==> src/rtl/nmt_slave_pkg.sv <==
// Purpose: Constants and types shared by the network-management slave block
// Assumes: 100 MHz clock, frames arrive already decoded by a CAN controller
// Notes:   Register offsets are the object indices
package nmt_slave_pkg;

   // ----------------------------------------------------------------
   // Register map
   // ----------------------------------------------------------------
   localparam logic [15:0] OFS_POLL_INTERVAL = 16'h100C;
   localparam logic [15:0] OFS_MISSED_LIMIT  = 16'h100D;
   localparam logic [15:0] OFS_NODE_STATUS   = 16'h1100;
   localparam logic [15:0] RST_POLL_INTERVAL = 16'h0000;
   localparam logic [7:0]  RST_MISSED_LIMIT  = 8'h00;

   // ----------------------------------------------------------------
   // Frame identifiers and command codes
   // ----------------------------------------------------------------
   localparam logic [10:0] ID_NODE_CONTROL = 11'h000;
   localparam logic [10:0] ID_ERROR_CTRL   = 11'h700;
   localparam logic [7:0]  CMD_START       = 8'h01;
   localparam logic [7:0]  CMD_STOP        = 8'h02;
   localparam logic [7:0]  CMD_PREOP       = 8'h80;
   localparam logic [7:0]  CMD_RESET_NODE  = 8'h81;
   localparam logic [7:0]  CMD_RESET_COMM  = 8'h82;
   localparam logic [7:0]  DEST_ALL        = 8'h00;
   localparam logic [6:0]  MAX_NODE_ID     = 7'h7F;
   localparam logic [7:0]  BOOTUP_BYTE     = 8'h00;

   // ----------------------------------------------------------------
   // Reported state codes
   // ----------------------------------------------------------------
   localparam logic [6:0] CODE_STOPPED = 7'h04;
   localparam logic [6:0] CODE_OPER    = 7'h05;
   localparam logic [6:0] CODE_PREOP   = 7'h7F;

   // ----------------------------------------------------------------
   // Timing
   // ----------------------------------------------------------------
   localparam int CLK_MHZ      = 100;
   localparam int TICK_US      = 1000;
   localparam int TICK_CYCLES  = CLK_MHZ * TICK_US;
   localparam int INIT_CYCLES  = 4;

   // Node communication state, Gray along init-preop-oper-stop
   typedef enum logic [1:0] {
      ST_INIT    = 2'b00,
      ST_PREOP   = 2'b01,
      ST_OPER    = 2'b11,
      ST_STOPPED = 2'b10
   } node_state_type;

endpackage

==> src/rtl/ms_tick.sv <==
// Purpose: Millisecond tick generator
// Assumes: Single clock, synchronous active-low reset
// Notes:   Restarts its count whenever clear is high
`timescale 1ns/1ps
module ms_tick #(
   parameter int CYCLES = 100000            // Cycles per tick
) (
   input  wire logic clk,                   // System clock
   input  wire logic rst_n,                 // Sync reset, active low
   input  wire logic clear,                 // Restart the count
   output logic      tick                   // One-cycle pulse per period
);
   logic [31:0] countReg;
   logic        tickReg;
   logic        atEnd;

   // Terminal count decode
   assign atEnd = (countReg == 32'(CYCLES - 1));
   assign tick  = tickReg;

   // Free-running divider
   always_ff @(posedge clk) begin
      if (!rst_n || clear) begin
         countReg <= 32'h0000_0000;
         tickReg  <= 1'b0;
      end else begin
         countReg <= atEnd ? 32'h0000_0000 : countReg + 32'h0000_0001;
         tickReg  <= atEnd;
      end
   end
endmodule // ms_tick

==> src/rtl/guard_timer.sv <==
// Purpose: Slave-side poll supervision timer
// Assumes: Tick is a one-cycle pulse per millisecond
// Notes:   Counts elapsed milliseconds against interval times limit
`timescale 1ns/1ps
module guard_timer (
   input  wire logic        clk,            // System clock
   input  wire logic        rst_n,          // Sync reset, active low
   input  wire logic        restart,        // Supervision reset (comm reset)
   input  wire logic        poll,           // Poll received pulse
   input  wire logic        tick,           // Millisecond tick
   input  wire logic [15:0] interval,       // Poll interval in ms
   input  wire logic [7:0]  limit,          // Missed-poll limit
   output logic             armed,          // Timing is running
   output logic             timeout         // One-cycle timeout pulse
);
   logic [23:0] elapsedReg;
   logic        armedReg;
   logic        timeoutReg;
   logic        enabled;
   logic [23:0] total;
   logic        expired;

   assign total   = interval * limit;
   assign enabled = (interval != 16'h0000) && (limit != 8'h00);
   assign expired = armedReg && enabled && tick && (elapsedReg + 24'h000001 >= total);
   assign armed   = armedReg;
   assign timeout = timeoutReg;

   always_ff @(posedge clk) begin
      if (!rst_n || restart) begin
         armedReg   <= 1'b0;
         elapsedReg <= 24'h000000;
         timeoutReg <= 1'b0;
      end else begin
         timeoutReg <= expired;
         if (poll) begin
            armedReg   <= 1'b1;
            elapsedReg <= 24'h000000;
         end else if (expired) begin
            armedReg   <= 1'b0;
            elapsedReg <= 24'h000000;
         end else if (armedReg && enabled && tick) begin
            elapsedReg <= elapsedReg + 24'h000001;
         end
      end
   end
endmodule // guard_timer

==> src/rtl/canopen_nmt_slave_guarding.sv <==
// Purpose: Network-management slave with node state machine and poll supervision
// Assumes: A CAN controller hands over received frames and takes frames to send
// Notes:
// Notes on behaviour
// - Power-on enters initialization, then moves to preoperational by itself.
// - During initialization no bus traffic is accepted or answered.
// - Leaving initialization sends one boot-up frame, id 700h plus address, byte zero.
// - Preoperational enables service data, SYNC, emergency, NMT; process data off.
// - Operational enables every communication object.
// - Stopped suppresses everything except network-management frames.
// - Node-control frame: id 00h, byte one command, byte two destination.
// - Node-control commands are never acknowledged.
// - Code 1 enters operational, code 2 enters stopped.
// - Code 128 enters preoperational from operational or stopped.
// - Code 129 makes a full device reset through initialization.
// - Code 130 resets communication only, then re-enters initialization.
// - Commands for address 0 or own address are executed, others ignored.
// - Poll interval, 16 bits in ms, at poll_interval_ms, reset zero.
// - Missed-poll limit, 8 bits at missed_poll_limit; timeout at interval times limit.
// - Zero interval or zero limit disables supervision.
// - Supervision starts only at the first poll.
// - Each poll that arrives while no frame is waiting to be sent is answered with one byte holding the state code.
// - Bit 7 of the reply toggles on every reply.
// - Supervision timeout returns to preoperational and sets guardFault; the lamp shows only the node state.
// - Master expects replies; missing polls let the slave detect a fault.
`timescale 1ns/1ps
module canopen_nmt_slave_guarding #(
   parameter int TICK_CYC = nmt_slave_pkg::TICK_CYCLES  // Cycles per millisecond
) (
   input  wire logic        clk,            // System clock
   input  wire logic        rst_n,          // Sync reset, active low
   input  wire logic [6:0]  nodeAddr,       // Node address strap, 1..127
   input  wire logic        rxValid,        // Received frame strobe
   input  wire logic [10:0] rxId,           // Received identifier
   input  wire logic        rxRemote,       // Received frame is remote
   input  wire logic [3:0]  rxLen,          // Received data length
   input  wire logic [7:0]  rxByte0,        // Received byte 1
   input  wire logic [7:0]  rxByte1,        // Received byte 2
   output logic             txValid,        // Frame to send is waiting
   input  wire logic        txReady,        // Controller takes the frame
   output logic [10:0]      txId,           // Identifier to send
   output logic [3:0]       txLen,          // Length to send
   output logic [7:0]       txByte0,        // Data byte to send
   input  wire logic [15:0] regAddr,        // Register address
   input  wire logic [15:0] regWdata,       // Register write data
   input  wire logic        regWr,          // Write strobe
   input  wire logic        regRd,          // Read strobe
   output logic [15:0]      regRdata,       // Read data, one cycle later
   output logic             pdoEnable,      // Process data allowed
   output logic             sdoEnable,      // Service data allowed
   output logic             syncEnable,     // SYNC allowed
   output logic             emcyEnable,     // Emergency allowed
   output logic             nmtEnable,      // Network management allowed
   output logic             deviceReset,    // Full device reset pulse
   output logic             commReset,      // Communication reset pulse
   output logic [1:0]       busStatusLamp,  // Lamp shows node state
   output logic             guardFault      // Supervision error seen, sticky
);
   import nmt_slave_pkg::*;

   // ----------------------------------------------------------------
   // Declarations
   // ----------------------------------------------------------------
   node_state_type stateReg, stateNext;
   logic [6:0]  addrReg;
   logic [15:0] intervalReg;
   logic [7:0]  limitReg;
   logic [2:0]  initCntReg;
   logic        toggleReg;
   logic        faultReg;
   logic        txValidReg;
   logic [10:0] txIdReg;
   logic [3:0]  txLenReg;
   logic [7:0]  txByteReg;
   logic [15:0] rdataReg;
   logic        devRstReg;
   logic        comRstReg;
   logic        initDone;
   logic        ctrlFrame;
   logic        forMe;
   logic        pollFrame;
   logic        doStart;
   logic        doStop;
   logic        doPreop;
   logic        doResetNode;
   logic        doResetComm;
   logic        anyReset;
   logic        tick;
   logic        armed;
   logic        timeout;
   logic        txTaken;
   logic [7:0]  replyByte;

   // Map state to its reported code
   function automatic logic [6:0] state_code(input node_state_type s);
      unique case (s)
         ST_STOPPED: state_code = CODE_STOPPED;
         ST_OPER:    state_code = CODE_OPER;
         ST_PREOP:   state_code = CODE_PREOP;
         ST_INIT:    state_code = 7'h00;
      endcase
   endfunction

   // ----------------------------------------------------------------
   // Frame decode
   // ----------------------------------------------------------------
   // node-control frame layout
   assign ctrlFrame = rxValid && !rxRemote && (rxId == ID_NODE_CONTROL) && (rxLen == 4'h2)
                      && (stateReg != ST_INIT);
   assign forMe = (rxByte1 == DEST_ALL) || (rxByte1 == {1'b0, addrReg});
   assign doStart     = ctrlFrame && forMe && (rxByte0 == CMD_START);
   assign doStop      = ctrlFrame && forMe && (rxByte0 == CMD_STOP);
   assign doPreop     = ctrlFrame && forMe && (rxByte0 == CMD_PREOP);
   assign doResetNode = ctrlFrame && forMe && (rxByte0 == CMD_RESET_NODE);
   assign doResetComm = ctrlFrame && forMe && (rxByte0 == CMD_RESET_COMM);
   assign anyReset    = doResetNode || doResetComm;
   // poll is a remote frame on 700h plus address
   assign pollFrame = rxValid && rxRemote && (rxId == (ID_ERROR_CTRL | {4'h0, addrReg}))
                      && (stateReg != ST_INIT);
   assign initDone  = (stateReg == ST_INIT) && (initCntReg == 3'(INIT_CYCLES - 1));
   assign txTaken   = txValidReg && txReady;
   // state code, toggle in bit 7
   assign replyByte = {toggleReg, state_code(stateReg)};

   // ----------------------------------------------------------------
   // Node state machine
   // ----------------------------------------------------------------
   // Next state selection, commands win over timeout
   always_comb begin
      stateNext = stateReg;
      unique case (stateReg)
         ST_INIT: begin
            if (initDone) begin
               stateNext = ST_PREOP;
            end
         end
         default: begin
            if (anyReset) begin
               stateNext = ST_INIT;
            end else if (doStart) begin
               stateNext = ST_OPER;
            end else if (doStop) begin
               stateNext = ST_STOPPED;
            end else if (doPreop) begin
               stateNext = ST_PREOP;
            end else if (timeout) begin
               stateNext = ST_PREOP;
            end
         end
      endcase
   end

   // State register and init counter
   always_ff @(posedge clk) begin
      if (!rst_n) begin
         stateReg   <= ST_INIT;
         initCntReg <= 3'h0;
      end else begin
         stateReg   <= stateNext;
         initCntReg <= (stateReg == ST_INIT && !initDone) ? initCntReg + 3'h1 : 3'h0;
      end
   end

   // Address follows nodeAddr while initializing, held in all other states
   always_ff @(posedge clk) begin
      if (!rst_n) begin
         addrReg <= 7'h00;
      end else if (stateReg == ST_INIT) begin
         addrReg <= nodeAddr;
      end
   end

   // ----------------------------------------------------------------
   // Object enables per state
   // ----------------------------------------------------------------
   // access per state
   assign pdoEnable  = (stateReg == ST_OPER);
   assign sdoEnable  = (stateReg == ST_OPER) || (stateReg == ST_PREOP);
   assign syncEnable = sdoEnable;
   assign emcyEnable = sdoEnable;
   assign nmtEnable  = (stateReg != ST_INIT);
   assign busStatusLamp = stateReg;

   // ----------------------------------------------------------------
   // Transmit path
   // ----------------------------------------------------------------
   // boot-up then poll replies; commands send nothing
   always_ff @(posedge clk) begin
      if (!rst_n || anyReset) begin
         txValidReg <= 1'b0;
         txIdReg    <= 11'h000;
         txLenReg   <= 4'h0;
         txByteReg  <= 8'h00;
      end else if (initDone) begin
         txValidReg <= 1'b1;
         txIdReg    <= ID_ERROR_CTRL | {4'h0, addrReg};
         txLenReg   <= 4'h1;
         txByteReg  <= BOOTUP_BYTE;
      end else if (pollFrame && (!txValidReg || txTaken)) begin
         txValidReg <= 1'b1;
         txIdReg    <= ID_ERROR_CTRL | {4'h0, addrReg};
         txLenReg   <= 4'h1;
         txByteReg  <= replyByte;
      end else if (txTaken) begin
         txValidReg <= 1'b0;
      end
   end
   assign txValid = txValidReg;
   assign txId    = txIdReg;
   assign txLen   = txLenReg;
   assign txByte0 = txByteReg;

   // toggle per reply, cleared in initialization
   always_ff @(posedge clk) begin
      if (!rst_n || stateReg == ST_INIT) begin
         toggleReg <= 1'b0;
      end else if (pollFrame && (!txValidReg || txTaken)) begin
         toggleReg <= ~toggleReg;
      end
   end

   // ----------------------------------------------------------------
   // Reset pulses
   // ----------------------------------------------------------------
   always_ff @(posedge clk) begin
      if (!rst_n) begin
         devRstReg <= 1'b0;
         comRstReg <= 1'b0;
      end else begin
         devRstReg <= doResetNode;
         comRstReg <= doResetComm;
      end
   end
   assign deviceReset = devRstReg;
   assign commReset   = comRstReg;

   // ----------------------------------------------------------------
   // Registers
   // ----------------------------------------------------------------
   // settings; cleared by either reset
   always_ff @(posedge clk) begin
      if (!rst_n || anyReset) begin
         intervalReg <= RST_POLL_INTERVAL;
         limitReg    <= RST_MISSED_LIMIT;
      end else if (regWr && regAddr == OFS_POLL_INTERVAL) begin
         intervalReg <= regWdata;
      end else if (regWr && regAddr == OFS_MISSED_LIMIT) begin
         limitReg <= regWdata[7:0];
      end
   end

   // Sticky fault, set wins over clear by write of bit 0
   always_ff @(posedge clk) begin
      if (!rst_n || anyReset) begin
         faultReg <= 1'b0;
      end else if (timeout) begin
         faultReg <= 1'b1;
      end else if (regWr && regAddr == OFS_NODE_STATUS && regWdata[0]) begin
         faultReg <= 1'b0;
      end
   end
   assign guardFault = faultReg;

   // Read data one cycle after strobe
   always_ff @(posedge clk) begin
      if (!rst_n || !regRd) begin
         rdataReg <= 16'h0000;
      end else if (regAddr == OFS_POLL_INTERVAL) begin
         rdataReg <= intervalReg;
      end else if (regAddr == OFS_MISSED_LIMIT) begin
         rdataReg <= {8'h00, limitReg};
      end else if (regAddr == OFS_NODE_STATUS) begin
         rdataReg <= {3'h0, armed, toggleReg, stateReg, 1'b0, state_code(stateReg), faultReg};
      end else begin
         rdataReg <= 16'h0000;
      end
   end
   assign regRdata = rdataReg;

   // ----------------------------------------------------------------
   // Supervision
   // ----------------------------------------------------------------
   ms_tick #(.CYCLES(TICK_CYC)) u_tick (
      .clk   (clk),
      .rst_n (rst_n),
      .clear (1'b0),
      .tick  (tick)
   );

   guard_timer u_guard (
      .clk      (clk),
      .rst_n    (rst_n),
      .restart  (anyReset || stateReg == ST_INIT),
      .poll     (pollFrame),
      .tick     (tick),
      .interval (intervalReg),
      .limit    (limitReg),
      .armed    (armed),
      .timeout  (timeout)
   );
endmodule // canopen_nmt_slave_guarding

==> config.mk <==
export PLATFORM = sky130hd
export DESIGN_NAME = canopen_nmt_slave_guarding
export DESIGN_NICKNAME = d
export VERILOG_FILES = /design/src/rtl/nmt_slave_pkg.sv /design/src/rtl/ms_tick.sv /design/src/rtl/guard_timer.sv /design/src/rtl/canopen_nmt_slave_guarding.sv
export SDC_FILE = /design/constraint.sdc
export NUM_CORES = 1
export LEC_CHECK = 0
export CAP_MARGIN = 20
export CORE_MARGIN = 2
export CORE_UTILIZATION = 65
export CTS_BUF_LIST = sky130_fd_sc_hd__clkbuf_4 sky130_fd_sc_hd__clkbuf_8 sky130_fd_sc_hd__clkbuf_16
export DETAILED_ROUTE_END_ITERATION = 8
export DONT_BUFFER_PORTS = 1
export GPL_ROUTABILITY_DRIVEN = 0
export MAX_ROUTING_LAYER = met4
export PLACE_DENSITY = 0.91
export SLEW_MARGIN = 20
export SYNTH_ARGS = -nofsm -noshare
export SYNTH_HDL_FRONTEND = slang
export SYNTH_HIERARCHICAL = 1
export SYNTH_SLANG_ARGS = --single-unit
==> constraint.sdc <==
create_clock -name clk -period 7.6 [get_ports clk]
set_input_delay 0.76 -clock clk [delete_from_list [all_inputs] [get_ports clk]]
set_output_delay 0.76 -clock clk [all_outputs]
set_load 0.01 [all_outputs]
==> summary by stage, run 1 <==
Run status
The run finished with clean final reports.

Clock network
At the later pin of the worst-skew pair, clock insertion delay measures 0.44 ns. The CTS tree is yes. CTS built an H-tree with a depth of 4.

In this run the deepest clock path goes through 2 buffers. In this run, CTS created clock tree buffers numbering 17. The total clock sinks is 128.

The tree is rooted in a sky130_fd_sc_hd__clkbuf_16. Once the clock tree was built, the setup fixing pass inserted 0 buffers. The hold buffer count at CTS is 0. The clock-pin slew on the worst setup and hold paths is 0.07 ns. The number of gates resized after CTS was 0.

Detailed routing
The per-cell routed wire length is 18.46 um. Before antenna repair, the detailed router went through 7 iterations. Dividing the detail-routed via count by the number of cells gives 6.421. After detailed routing, the total wire length is 27.58 mm. The final routed DRC violation total is 0. The total number of vias is 9,593. For this block, the initial DRC count from the detailed router was 989.

In this run the remaining antenna-violating nets after routing total 0.

STA
The worst pin sits at a relative slew slack of 28.83%. The setup violation total in the final timing report is 0. Setup repair after global routing left no endpoint under its margin.

The slew at the pin with the worst max-slew slack is 1.068 ns. The clock period could shrink to 7.218 ns. The setup total negative slack is 0 ns. Final hold analysis gives a worst-case slack of 0.4265 ns.

The final max-slew violation count is 0. The final number of hold-violating endpoints was 0. Timing would allow up to 138.5 MHz. The worst clock skew on the final layout is 0.01391 ns. The worst path uses 94.98% of the clock period.

Cells and area
The final layout net count is 1,494. From synthesis to final layout, the design area changed by 5.477%. The count of fill cells added during filler insertion is 1,158.

The end-of-flow core utilization is 70.04%. The fraction of final layout cells with drive strength greater than 1 is 5.259%. The count of cells in the finished layout, fillers not included, comes to 1,494. 0 antenna diodes ended up in the layout.

Synthesis
The share of the synthesized area in compound gates (AO/OA/AOI/OAI) is 11.31%. The predominant post-synthesis flop cell is sky130_fd_sc_hd__dfxtp_1. The netlist uses 76 different library cells. The number of warnings printed during yosys synthesis is 6.

The main combinational cell family by area after synthesis is simple AND/OR/NAND/NOR gates. The fraction of registers with async set or reset after synthesis is 0%. The synthesized instance count is 1,300.

The combined area of all synthesized cells is 11,010 sq um. The synthesized design contains 0 enable-type register cells. After Yosys synthesis, full adders, half adders and majority gates account for 23.45% of the synthesized area.

The basic-gate share of the synthesized area counting and, or, nand and nor cells is 27.17%. The post-synthesis share of cell area spent on xor and xnor gates is 6.283%. The portion of the post-synthesis area used by sequential elements is 23.27%. The average instance in the mapped netlist occupies 8.471 sq um. The flip-flop and latch count after synthesis is 128. The multiplexer fraction of the synthesized cell area is 0.9999%.

Critical path
In this run the worst path has a maximum fanout of 19. The worst register-to-register path has a setup slack of 0.38 ns. The arrival time of data at the critical path endpoint is 7.55 ns. The critical path launch point type is a flip-flop. At the worst endpoint, the required time is 7.93 ns.

The category of the most critical setup path is flip-flop to flip-flop. The element type at the critical path end is a flip-flop.

Place
The estimated wirelength of the detail-placed design is 18.52 mm. The count of buffers added on input and output ports is 0. The count of placed standard cells including taps is 1,462.

Floorplanning
From bottom edge to top edge, the die measures 134.2 um. The die area is 18,000 sq um. After floorplanning, the core was sized to cover 16,580 sq um. The number of placed I/O pins is 127. The initial cell density of the core is 66.40%. The total number of placement rows is 47. The die is 134.2 um wide.

Job
Max-cap violations in this run came to 0.

GRT
The number of antenna violations at the first check in global routing is 0. The global routing usage summed across all routing layers is 31.74%. The largest net degree at the start of global routing is 48. The number of global-route vias before repair was 9,458. The leftover overflow at the end of global routing is 0. The first global-routing pass estimated 44.78 mm of wire.

Hold path
The type of the tightest min-delay check is flip-flop to flip-flop.

Pwr
For this design the ratio of total power to cell area is 139.9 nW/um^2. The largest voltage drop on the vdd net is 0.1610 mV. Summed over all cells, the static leakage comes to 4.933 nW.
[path summary, 6_finish.rpt]
path	cells after the start	from	end
max reg2reg	22	limitReg[5]$_SDFFE_PP0P_	u_guard/elapsedReg[22]$_SDFFE_PP0P_
min	1	initCntReg[0]$_SDFF_PN0_	initCntReg[0]$_SDFF_PN0_
min reg2reg	1	initCntReg[0]$_SDFF_PN0_	initCntReg[0]$_SDFF_PN0_
max	22	limitReg[5]$_SDFFE_PP0P_	u_guard/elapsedReg[22]$_SDFFE_PP0P_
[cells in the final DEF, fill, tap and decap left out, types with 17 or more instances in the layout]
cell type,synthesis,routed
sky130_fd_sc_hd__a21oi_1,63,63
sky130_fd_sc_hd__nor2_1,74,74
sky130_fd_sc_hd__nor4_1,24,24
sky130_fd_sc_hd__clkbuf_16,0,17
sky130_fd_sc_hd__nor3_1,23,23
sky130_fd_sc_hd__and3_1,17,17
sky130_fd_sc_hd__xor2_1,42,42
sky130_fd_sc_hd__nand3_1,48,48
sky130_fd_sc_hd__fa_1,84,84
sky130_fd_sc_hd__o21ai_0,28,28
sky130_fd_sc_hd__ha_1,72,72
sky130_fd_sc_hd__inv_1,121,121
sky130_fd_sc_hd__xnor2_1,37,37
sky130_fd_sc_hd__and2_1,109,109
sky130_fd_sc_hd__nand2_1,140,140
sky130_fd_sc_hd__dfxtp_1,128,128
sky130_fd_sc_hd__nand4_1,29,29
[final cells by class]
class / count / area [sq um] / share of cell area, %
clock buffers: 21 / 467.9 / 4.029
inverters: 121 / 454.2 / 3.910
clock inverters: 11 / 155.1 / 1.336
multi-input cells: 987 / 7655 / 65.91
repair buffers: 6 / 45.04 / 0.3878
well taps: 220 / 275.3 / 2.370
flip-flops and latches: 128 / 2562 / 22.06
[synth_stat cells, drive strengths merged, types with 8 or more instances]
library cell,instances,area (sq um)
a21o,16,120.1
clkbuf,38,145.1
nor3,25,141.4
nand2b,8,50.05
or4,9,67.56
a211oi,8,60.06
xor2,42,367.9
nand2,140,525.5
a211o,12,105.1
ha,72,900.9
o21ai,29,145.1
a21oi,64,324.1
fa,84,1682
buf,31,225.2
and3,17,106.4
nor4,28,209.0
nand3,52,295.3
inv,121,454.2
dfxtp,128,2562
nand4,32,219.0
mux2i,11,110.1
and2,109,681.9
and4,14,122.6
or3,13,81.33
xnor2,37,324.1
a31oi,8,50.05
nor2,74,277.8
[stage by stage]
stage | worst slack (ns) | power (mW) | area, sq um
CTS | 0.5829 | 1.629 | 11610
detailed placement | 0.6983 | 0.7640 | 10990
global placement | 0.9340 | 0.7609 | 10990
floorplan | 1.323 | 0.7600 | 11030
global route | 0.01870 | 1.666 | 11610
finish | 0.3818 | 1.625 | 11610
[routing by layer]
| metal | GRT usage [%] | part of all wire [%] |
|---|---|---|
| met2 | 51.02 | 48 |
| met5 | - | 0 |
| met3 | 7.483 | 8.5 |
| met4 | 15.32 | 4.8 |
| met1 | 37.64 | 38 |
[flip-flops by register name, indices dropped and copies added, names as in the netlist, 2 cells and up]
name / count
u_tick/countReg: 32
u_guard/elapsedReg: 24
intervalReg: 16
regRdata: 16
limitReg: 8
txId: 8
addrReg: 7
txByte0: 4
initCntReg: 3
busStatusLamp: 2
[cells by family after synthesis]
group,Yosys count
simple gates,549
buf+inv,190
compound gates,186
fa+ha+maj,156
flops,128
xor+xnor,79
mux,11
other cells,1
[where the power goes]
| group | total [mW] | switching (mW) | internal (mW) | leakage, nW |
|---|---|---|---|---|
| sequential | 0.694 | 0.0134 | 0.681 | 1.03 |
| combinational | 0.0576 | 0.0381 | 0.0195 | 3.60 |
| clock | 0.874 | 0.330 | 0.544 | 0.299 |
| total | 1.63 | 0.382 | 1.24 | 4.93 |
[critical path, cell delays in order, from the launching register on]
cell,delay [ns]
sky130_fd_sc_hd__dfxtp_1,0.80
sky130_fd_sc_hd__and2_1,0.25
sky130_fd_sc_hd__fa_1,0.44
sky130_fd_sc_hd__fa_1,0.53
sky130_fd_sc_hd__fa_1,0.54
sky130_fd_sc_hd__inv_1,0.06
sky130_fd_sc_hd__fa_1,0.54
sky130_fd_sc_hd__inv_1,0.04
sky130_fd_sc_hd__ha_1,0.39
sky130_fd_sc_hd__a21oi_1,0.19
sky130_fd_sc_hd__o21ai_0,0.17
sky130_fd_sc_hd__a221oi_1,0.30
sky130_fd_sc_hd__o21ai_1,0.21
sky130_fd_sc_hd__or4_1,0.54
sky130_fd_sc_hd__nand3_1,0.10
sky130_fd_sc_hd__ha_1,0.24
sky130_fd_sc_hd__nand4_1,0.19
sky130_fd_sc_hd__nor3_1,0.09
sky130_fd_sc_hd__nand2_1,0.07
sky130_fd_sc_hd__o2111ai_1,0.43
sky130_fd_sc_hd__buf_4,0.38
sky130_fd_sc_hd__or2_2,0.33
sky130_fd_sc_hd__o31ai_1,0.25
Note: power is estimated with default switching activity, not from simulation.
==> inputs of run 2 (changes only) <==
--- a/config.mk
+++ b/config.mk
@@ -7,13 +7,14 @@
 export LEC_CHECK = 0
 export CAP_MARGIN = 20
 export CORE_MARGIN = 2
-export CORE_UTILIZATION = 65
+export CORE_UTILIZATION = 60
 export CTS_BUF_LIST = sky130_fd_sc_hd__clkbuf_4 sky130_fd_sc_hd__clkbuf_8 sky130_fd_sc_hd__clkbuf_16
 export DETAILED_ROUTE_END_ITERATION = 8
 export DONT_BUFFER_PORTS = 1
 export GPL_ROUTABILITY_DRIVEN = 0
+export GPL_TIMING_DRIVEN = 0
 export MAX_ROUTING_LAYER = met4
-export PLACE_DENSITY = 0.91
+export PLACE_DENSITY = 0.86
 export SLEW_MARGIN = 20
 export SYNTH_ARGS = -nofsm -noshare
 export SYNTH_HDL_FRONTEND = slang
==> run 2 against run 1 <==
  * Global-route usage decreased by 2.1 points
  * Highest routed layer unchanged
  * Routed wire length decreased by 0.34%
  * Non-clock buffer count increased by 63
  * Largest cell class unchanged
  * Core utilization decreased by 3.5 points
  * First-iteration DRC count decreased by 22%
  * Fmax decreased by 0.57%
  * Cell count increased by 4.8%
  * Final area increased by 2.9%
  * Hold slack improved by 0.0059 ns
  * Total power decreased by 0.38%
  * Critical path depth increased by 2
==> summary by stage, run 2 (synthesis gave the netlist of run 1 again) <==
STA
The slew at the pin with the worst max-slew slack was 0.7613 ns (-0.3062 ns). The fraction of the cycle the final worst path needs is 95.52% (+0.54 points). The tightest slew margin relative to the limit is 48.83% (+20 points). The final number of hold-violating endpoints is 0 (unchanged). The final max-slew violation count is 0 (unchanged).

The worst hold slack across all endpoints is 0.4324 ns (+0.005899 ns). The setup total negative slack is 0 ns (unchanged). The setup violation total in the final timing report is 0 (unchanged). Setup repair after global routing left no endpoint under its margin. The fmax is 137.8 MHz (-0.57%). The worst clock skew on the final layout is 0.01004 ns (-0.003870 ns). The clock period minus final worst setup slack is 7.259 ns (+0.04104 ns).

Detailed routing
The first-pass iteration count of the detailed router was 7 (unchanged). The post-route antenna net violation count is 0 (unchanged). The violation count after the first detailed-route iteration is 768 (-22%). The per-cell routed wire length is 17.55 um (-4.9%). The routed wire length was 27.49 mm (-0.34%). The total number of vias is 9,630 (+0.39%). The detail-routed via count per cell was 6.149 (-4.2%).

The final routed DRC violation total is 0 (unchanged).

Place
The count of placed standard cells including taps is 1,534 (+4.9%). The estimated wirelength of the detail-placed design is 20.16 mm (+8.9%). The number of buffers inserted by port buffering is 0 (unchanged).

GRT
The wire length of the first global-routing pass was 45.80 mm (+2.3%). The leftover overflow at the end of global routing was 0 (unchanged). The largest net degree at the start of global routing is 17 (-65%). The global routing usage summed across all routing layers came to 29.64% (-2.1 points). The number of global-route vias before repair came to 9,632 (+1.8%). The number of antenna violations at the first check in global routing was 0 (unchanged).

Clock network
The hold buffer count at CTS is 0 (unchanged). The worst-skew pair later-pin latency is 0.43 ns (about the same). The total clock sinks is 128 (unchanged). The level count of the clock H-tree is 4 (unchanged). The number of clock buffers inserted by TritonCTS is 17 (unchanged).

The clock-pin slew on the worst setup and hold paths is 0.06 ns (about the same). The maximum root-to-sink buffer count is 2 (unchanged). In this run the clock root is driven by a sky130_fd_sc_hd__clkbuf_16. The CTS tree is yes.

Cells and area
The count of fill cells added during filler insertion is 1,427 (+23%). The total area of sequential cells was 2562 sq um (unchanged). The final layout net count came to 1,557 (+4.2%). In the final layout, the registers with the most flip-flops are u_tick/countReg x32, u_guard/elapsedReg x24. The library cells used most frequently in the layout, excluding fill and tap cells, are sky130_fd_sc_hd__nand2_1, sky130_fd_sc_hd__dfxtp_1, sky130_fd_sc_hd__inv_1. The filler-free cell count of the finished design is 1,566 (+4.8%).

The area of the multi-input gates was 7656 sq um (about the same). The count of antenna diodes in the layout is 0 (unchanged). The flip-flop count of the largest register after layout is 32 (unchanged).

More flip-flops sit in one register than any other, and that register is u_tick/countReg. The signed area change from the synthesized netlist to the final layout is 8.579%. The most common library cell in the layout ignoring fill and taps is sky130_fd_sc_hd__nand2_1. The fraction of final layout cells with drive strength greater than 1 is 7.704% (+2.4 points).

Floorplanning
The vertical die dimension is 139.5 um (+4.0%). The horizontal die dimension came to 139.5 um (+4.0%). The number of placed I/O pins is 127 (unchanged). The total number of placement rows is 49 (+4.3%). The initial cell density of the core is 61.30% (-5.1 points). The die area came to 19,450 sq um (+8.1%). The placeable core region is 17,960 sq um (+8.3%).

Pwr
The power per standard cell area came to 135.4 nW/um^2 (-3.2%). The design internal power is 1.238 mW (-0.45%). The largest voltage drop on the vdd net is 0.1786 mV (+11%). The share of total power in sequential cells was 42.7% (about the same). The cell leakage power was 5.126 nW (+3.9%). The part of the total power dissipated in combinational logic was 4.5% (+1.0 points).

The switching portion of total power is 23.52% (+0.048 points). The clock network fraction of total power is 52.7% (-1.1 points). The switching power total is 0.3809 mW (-0.18%).

Critical path
The category of the most critical setup path is flip-flop to flip-flop. The arrival time of data at the critical path endpoint came to 7.58 ns (+0.03 ns). The register-to-register setup slack is 0.34 ns (-0.04 ns).

In this run the critical register-to-register path is launched from limitReg[5]$_SDFFE_PP0P_. The element type at the critical path end is a flip-flop. The cell depth of the worst flop-to-flop path came to 24 (+9.1%). The worst setup path is launched from a flip-flop. The required time of the critical path is 7.92 ns (about the same). The worst-path maximum fanout is 10 (-9).

The end of the worst register-to-register path is u_guard/elapsedReg[10]$_SDFFE_PP0P_.

Hold path
The type of the tightest min-delay check is flip-flop to flip-flop. The worst min-delay path endpoint is initCntReg[0]$_SDFF_PN0_. The cell depth of the worst min-delay path was 1 (unchanged). The start point of the worst min-delay path is initCntReg[0]$_SDFF_PN0_.

Job
The total of max-cap violations is 0 (unchanged).

Run status
The run finished with clean final reports.
==> run 2: worst max path at each step <==
stage,start,endpoint,slack [ns]
2_1_floorplan,limitReg[6]$_SDFFE_PP0P_,u_guard/elapsedReg[10]$_SDFFE_PP0P_,1.32
3_3_place_gp,limitReg[5]$_SDFFE_PP0P_,u_guard/elapsedReg[9]$_SDFFE_PP0P_,0.20
3_5_place_dp,limitReg[5]$_SDFFE_PP0P_,u_guard/elapsedReg[10]$_SDFFE_PP0P_,0.07
4_1_cts,limitReg[5]$_SDFFE_PP0P_,u_guard/elapsedReg[10]$_SDFFE_PP0P_,0.03
5_1_grt,limitReg[3]$_SDFFE_PP0P_,u_guard/elapsedReg[10]$_SDFFE_PP0P_,0.04
6_report,limitReg[5]$_SDFFE_PP0P_,u_guard/elapsedReg[10]$_SDFFE_PP0P_,0.34
==> run 2: final cells by class <==
type / instances / area share [%]
Tap cell: 229 / 2.396
Clock buffer: 22 / 4.134
Clock inverter: 10 / 1.026
Sequential cell: 128 / 21.43
Buffer: 69 / 3.181
Multi-Input combinational cell: 987 / 64.03
Inverter: 121 / 3.799
==> run 2: critical path, cell delays in order, from the launching register on <==
cell	delay (ns)
sky130_fd_sc_hd__dfxtp_1	0.56
sky130_fd_sc_hd__clkbuf_2	0.34
sky130_fd_sc_hd__and2_1	0.20
sky130_fd_sc_hd__fa_1	0.45
sky130_fd_sc_hd__fa_1	0.54
sky130_fd_sc_hd__fa_1	0.55
sky130_fd_sc_hd__inv_1	0.05
sky130_fd_sc_hd__fa_1	0.53
sky130_fd_sc_hd__inv_1	0.04
sky130_fd_sc_hd__ha_1	0.27
sky130_fd_sc_hd__clkbuf_1	0.19
sky130_fd_sc_hd__a21oi_1	0.18
sky130_fd_sc_hd__o21ai_1	0.13
sky130_fd_sc_hd__a221oi_1	0.31
sky130_fd_sc_hd__o21ai_1	0.23
sky130_fd_sc_hd__or4_1	0.55
sky130_fd_sc_hd__nand3_1	0.14
sky130_fd_sc_hd__ha_1	0.15
sky130_fd_sc_hd__nand4_1	0.23
sky130_fd_sc_hd__nor4_2	0.42
sky130_fd_sc_hd__and4_1	0.23
sky130_fd_sc_hd__a221o_1	0.26
sky130_fd_sc_hd__clkbuf_2	0.31
sky130_fd_sc_hd__a211oi_1	0.08
sky130_fd_sc_hd__a31o_2	0.23
==> run 2: metrics by stage <==
stage               area, sq um  utilization [%]  power, mW  setup WS (ns)
global route              11960            66.56      1.664        0.03700
finish                    11960            66.56      1.619         0.3407
detailed placement        11320            63.04     0.7782        0.07483
global placement          11320            63.00     0.7751         0.1979
floorplan                 11030                -     0.7600          1.323
CTS                       11940            66.47      1.621        0.03238
==> run 2: metal layers <==
layer	track usage, %	share of wire (%)
met4	11.38	3.0
met5	-	0
met3	5.678	7.2
met2	48.92	49
met1	36.10	41
==> run 2: what timing repair did <==
action                     4_1_cts  5_1_grt
setup endpoints to repair        0       26
resized for setup                0       17
hold endpoints to repair         0        0
setup buffers                    0        0
==> run 2: power by group through the flow <==
stage	sequential [mW]	clock [mW]	combinational, mW
after floorplan	0.703	0	0.0569
after global placement	0.706	0	0.0692
after detailed placement	0.706	0	0.0720
after CTS	0.692	0.857	0.0725
after global routing	0.693	0.890	0.0812
final	0.692	0.854	0.0734
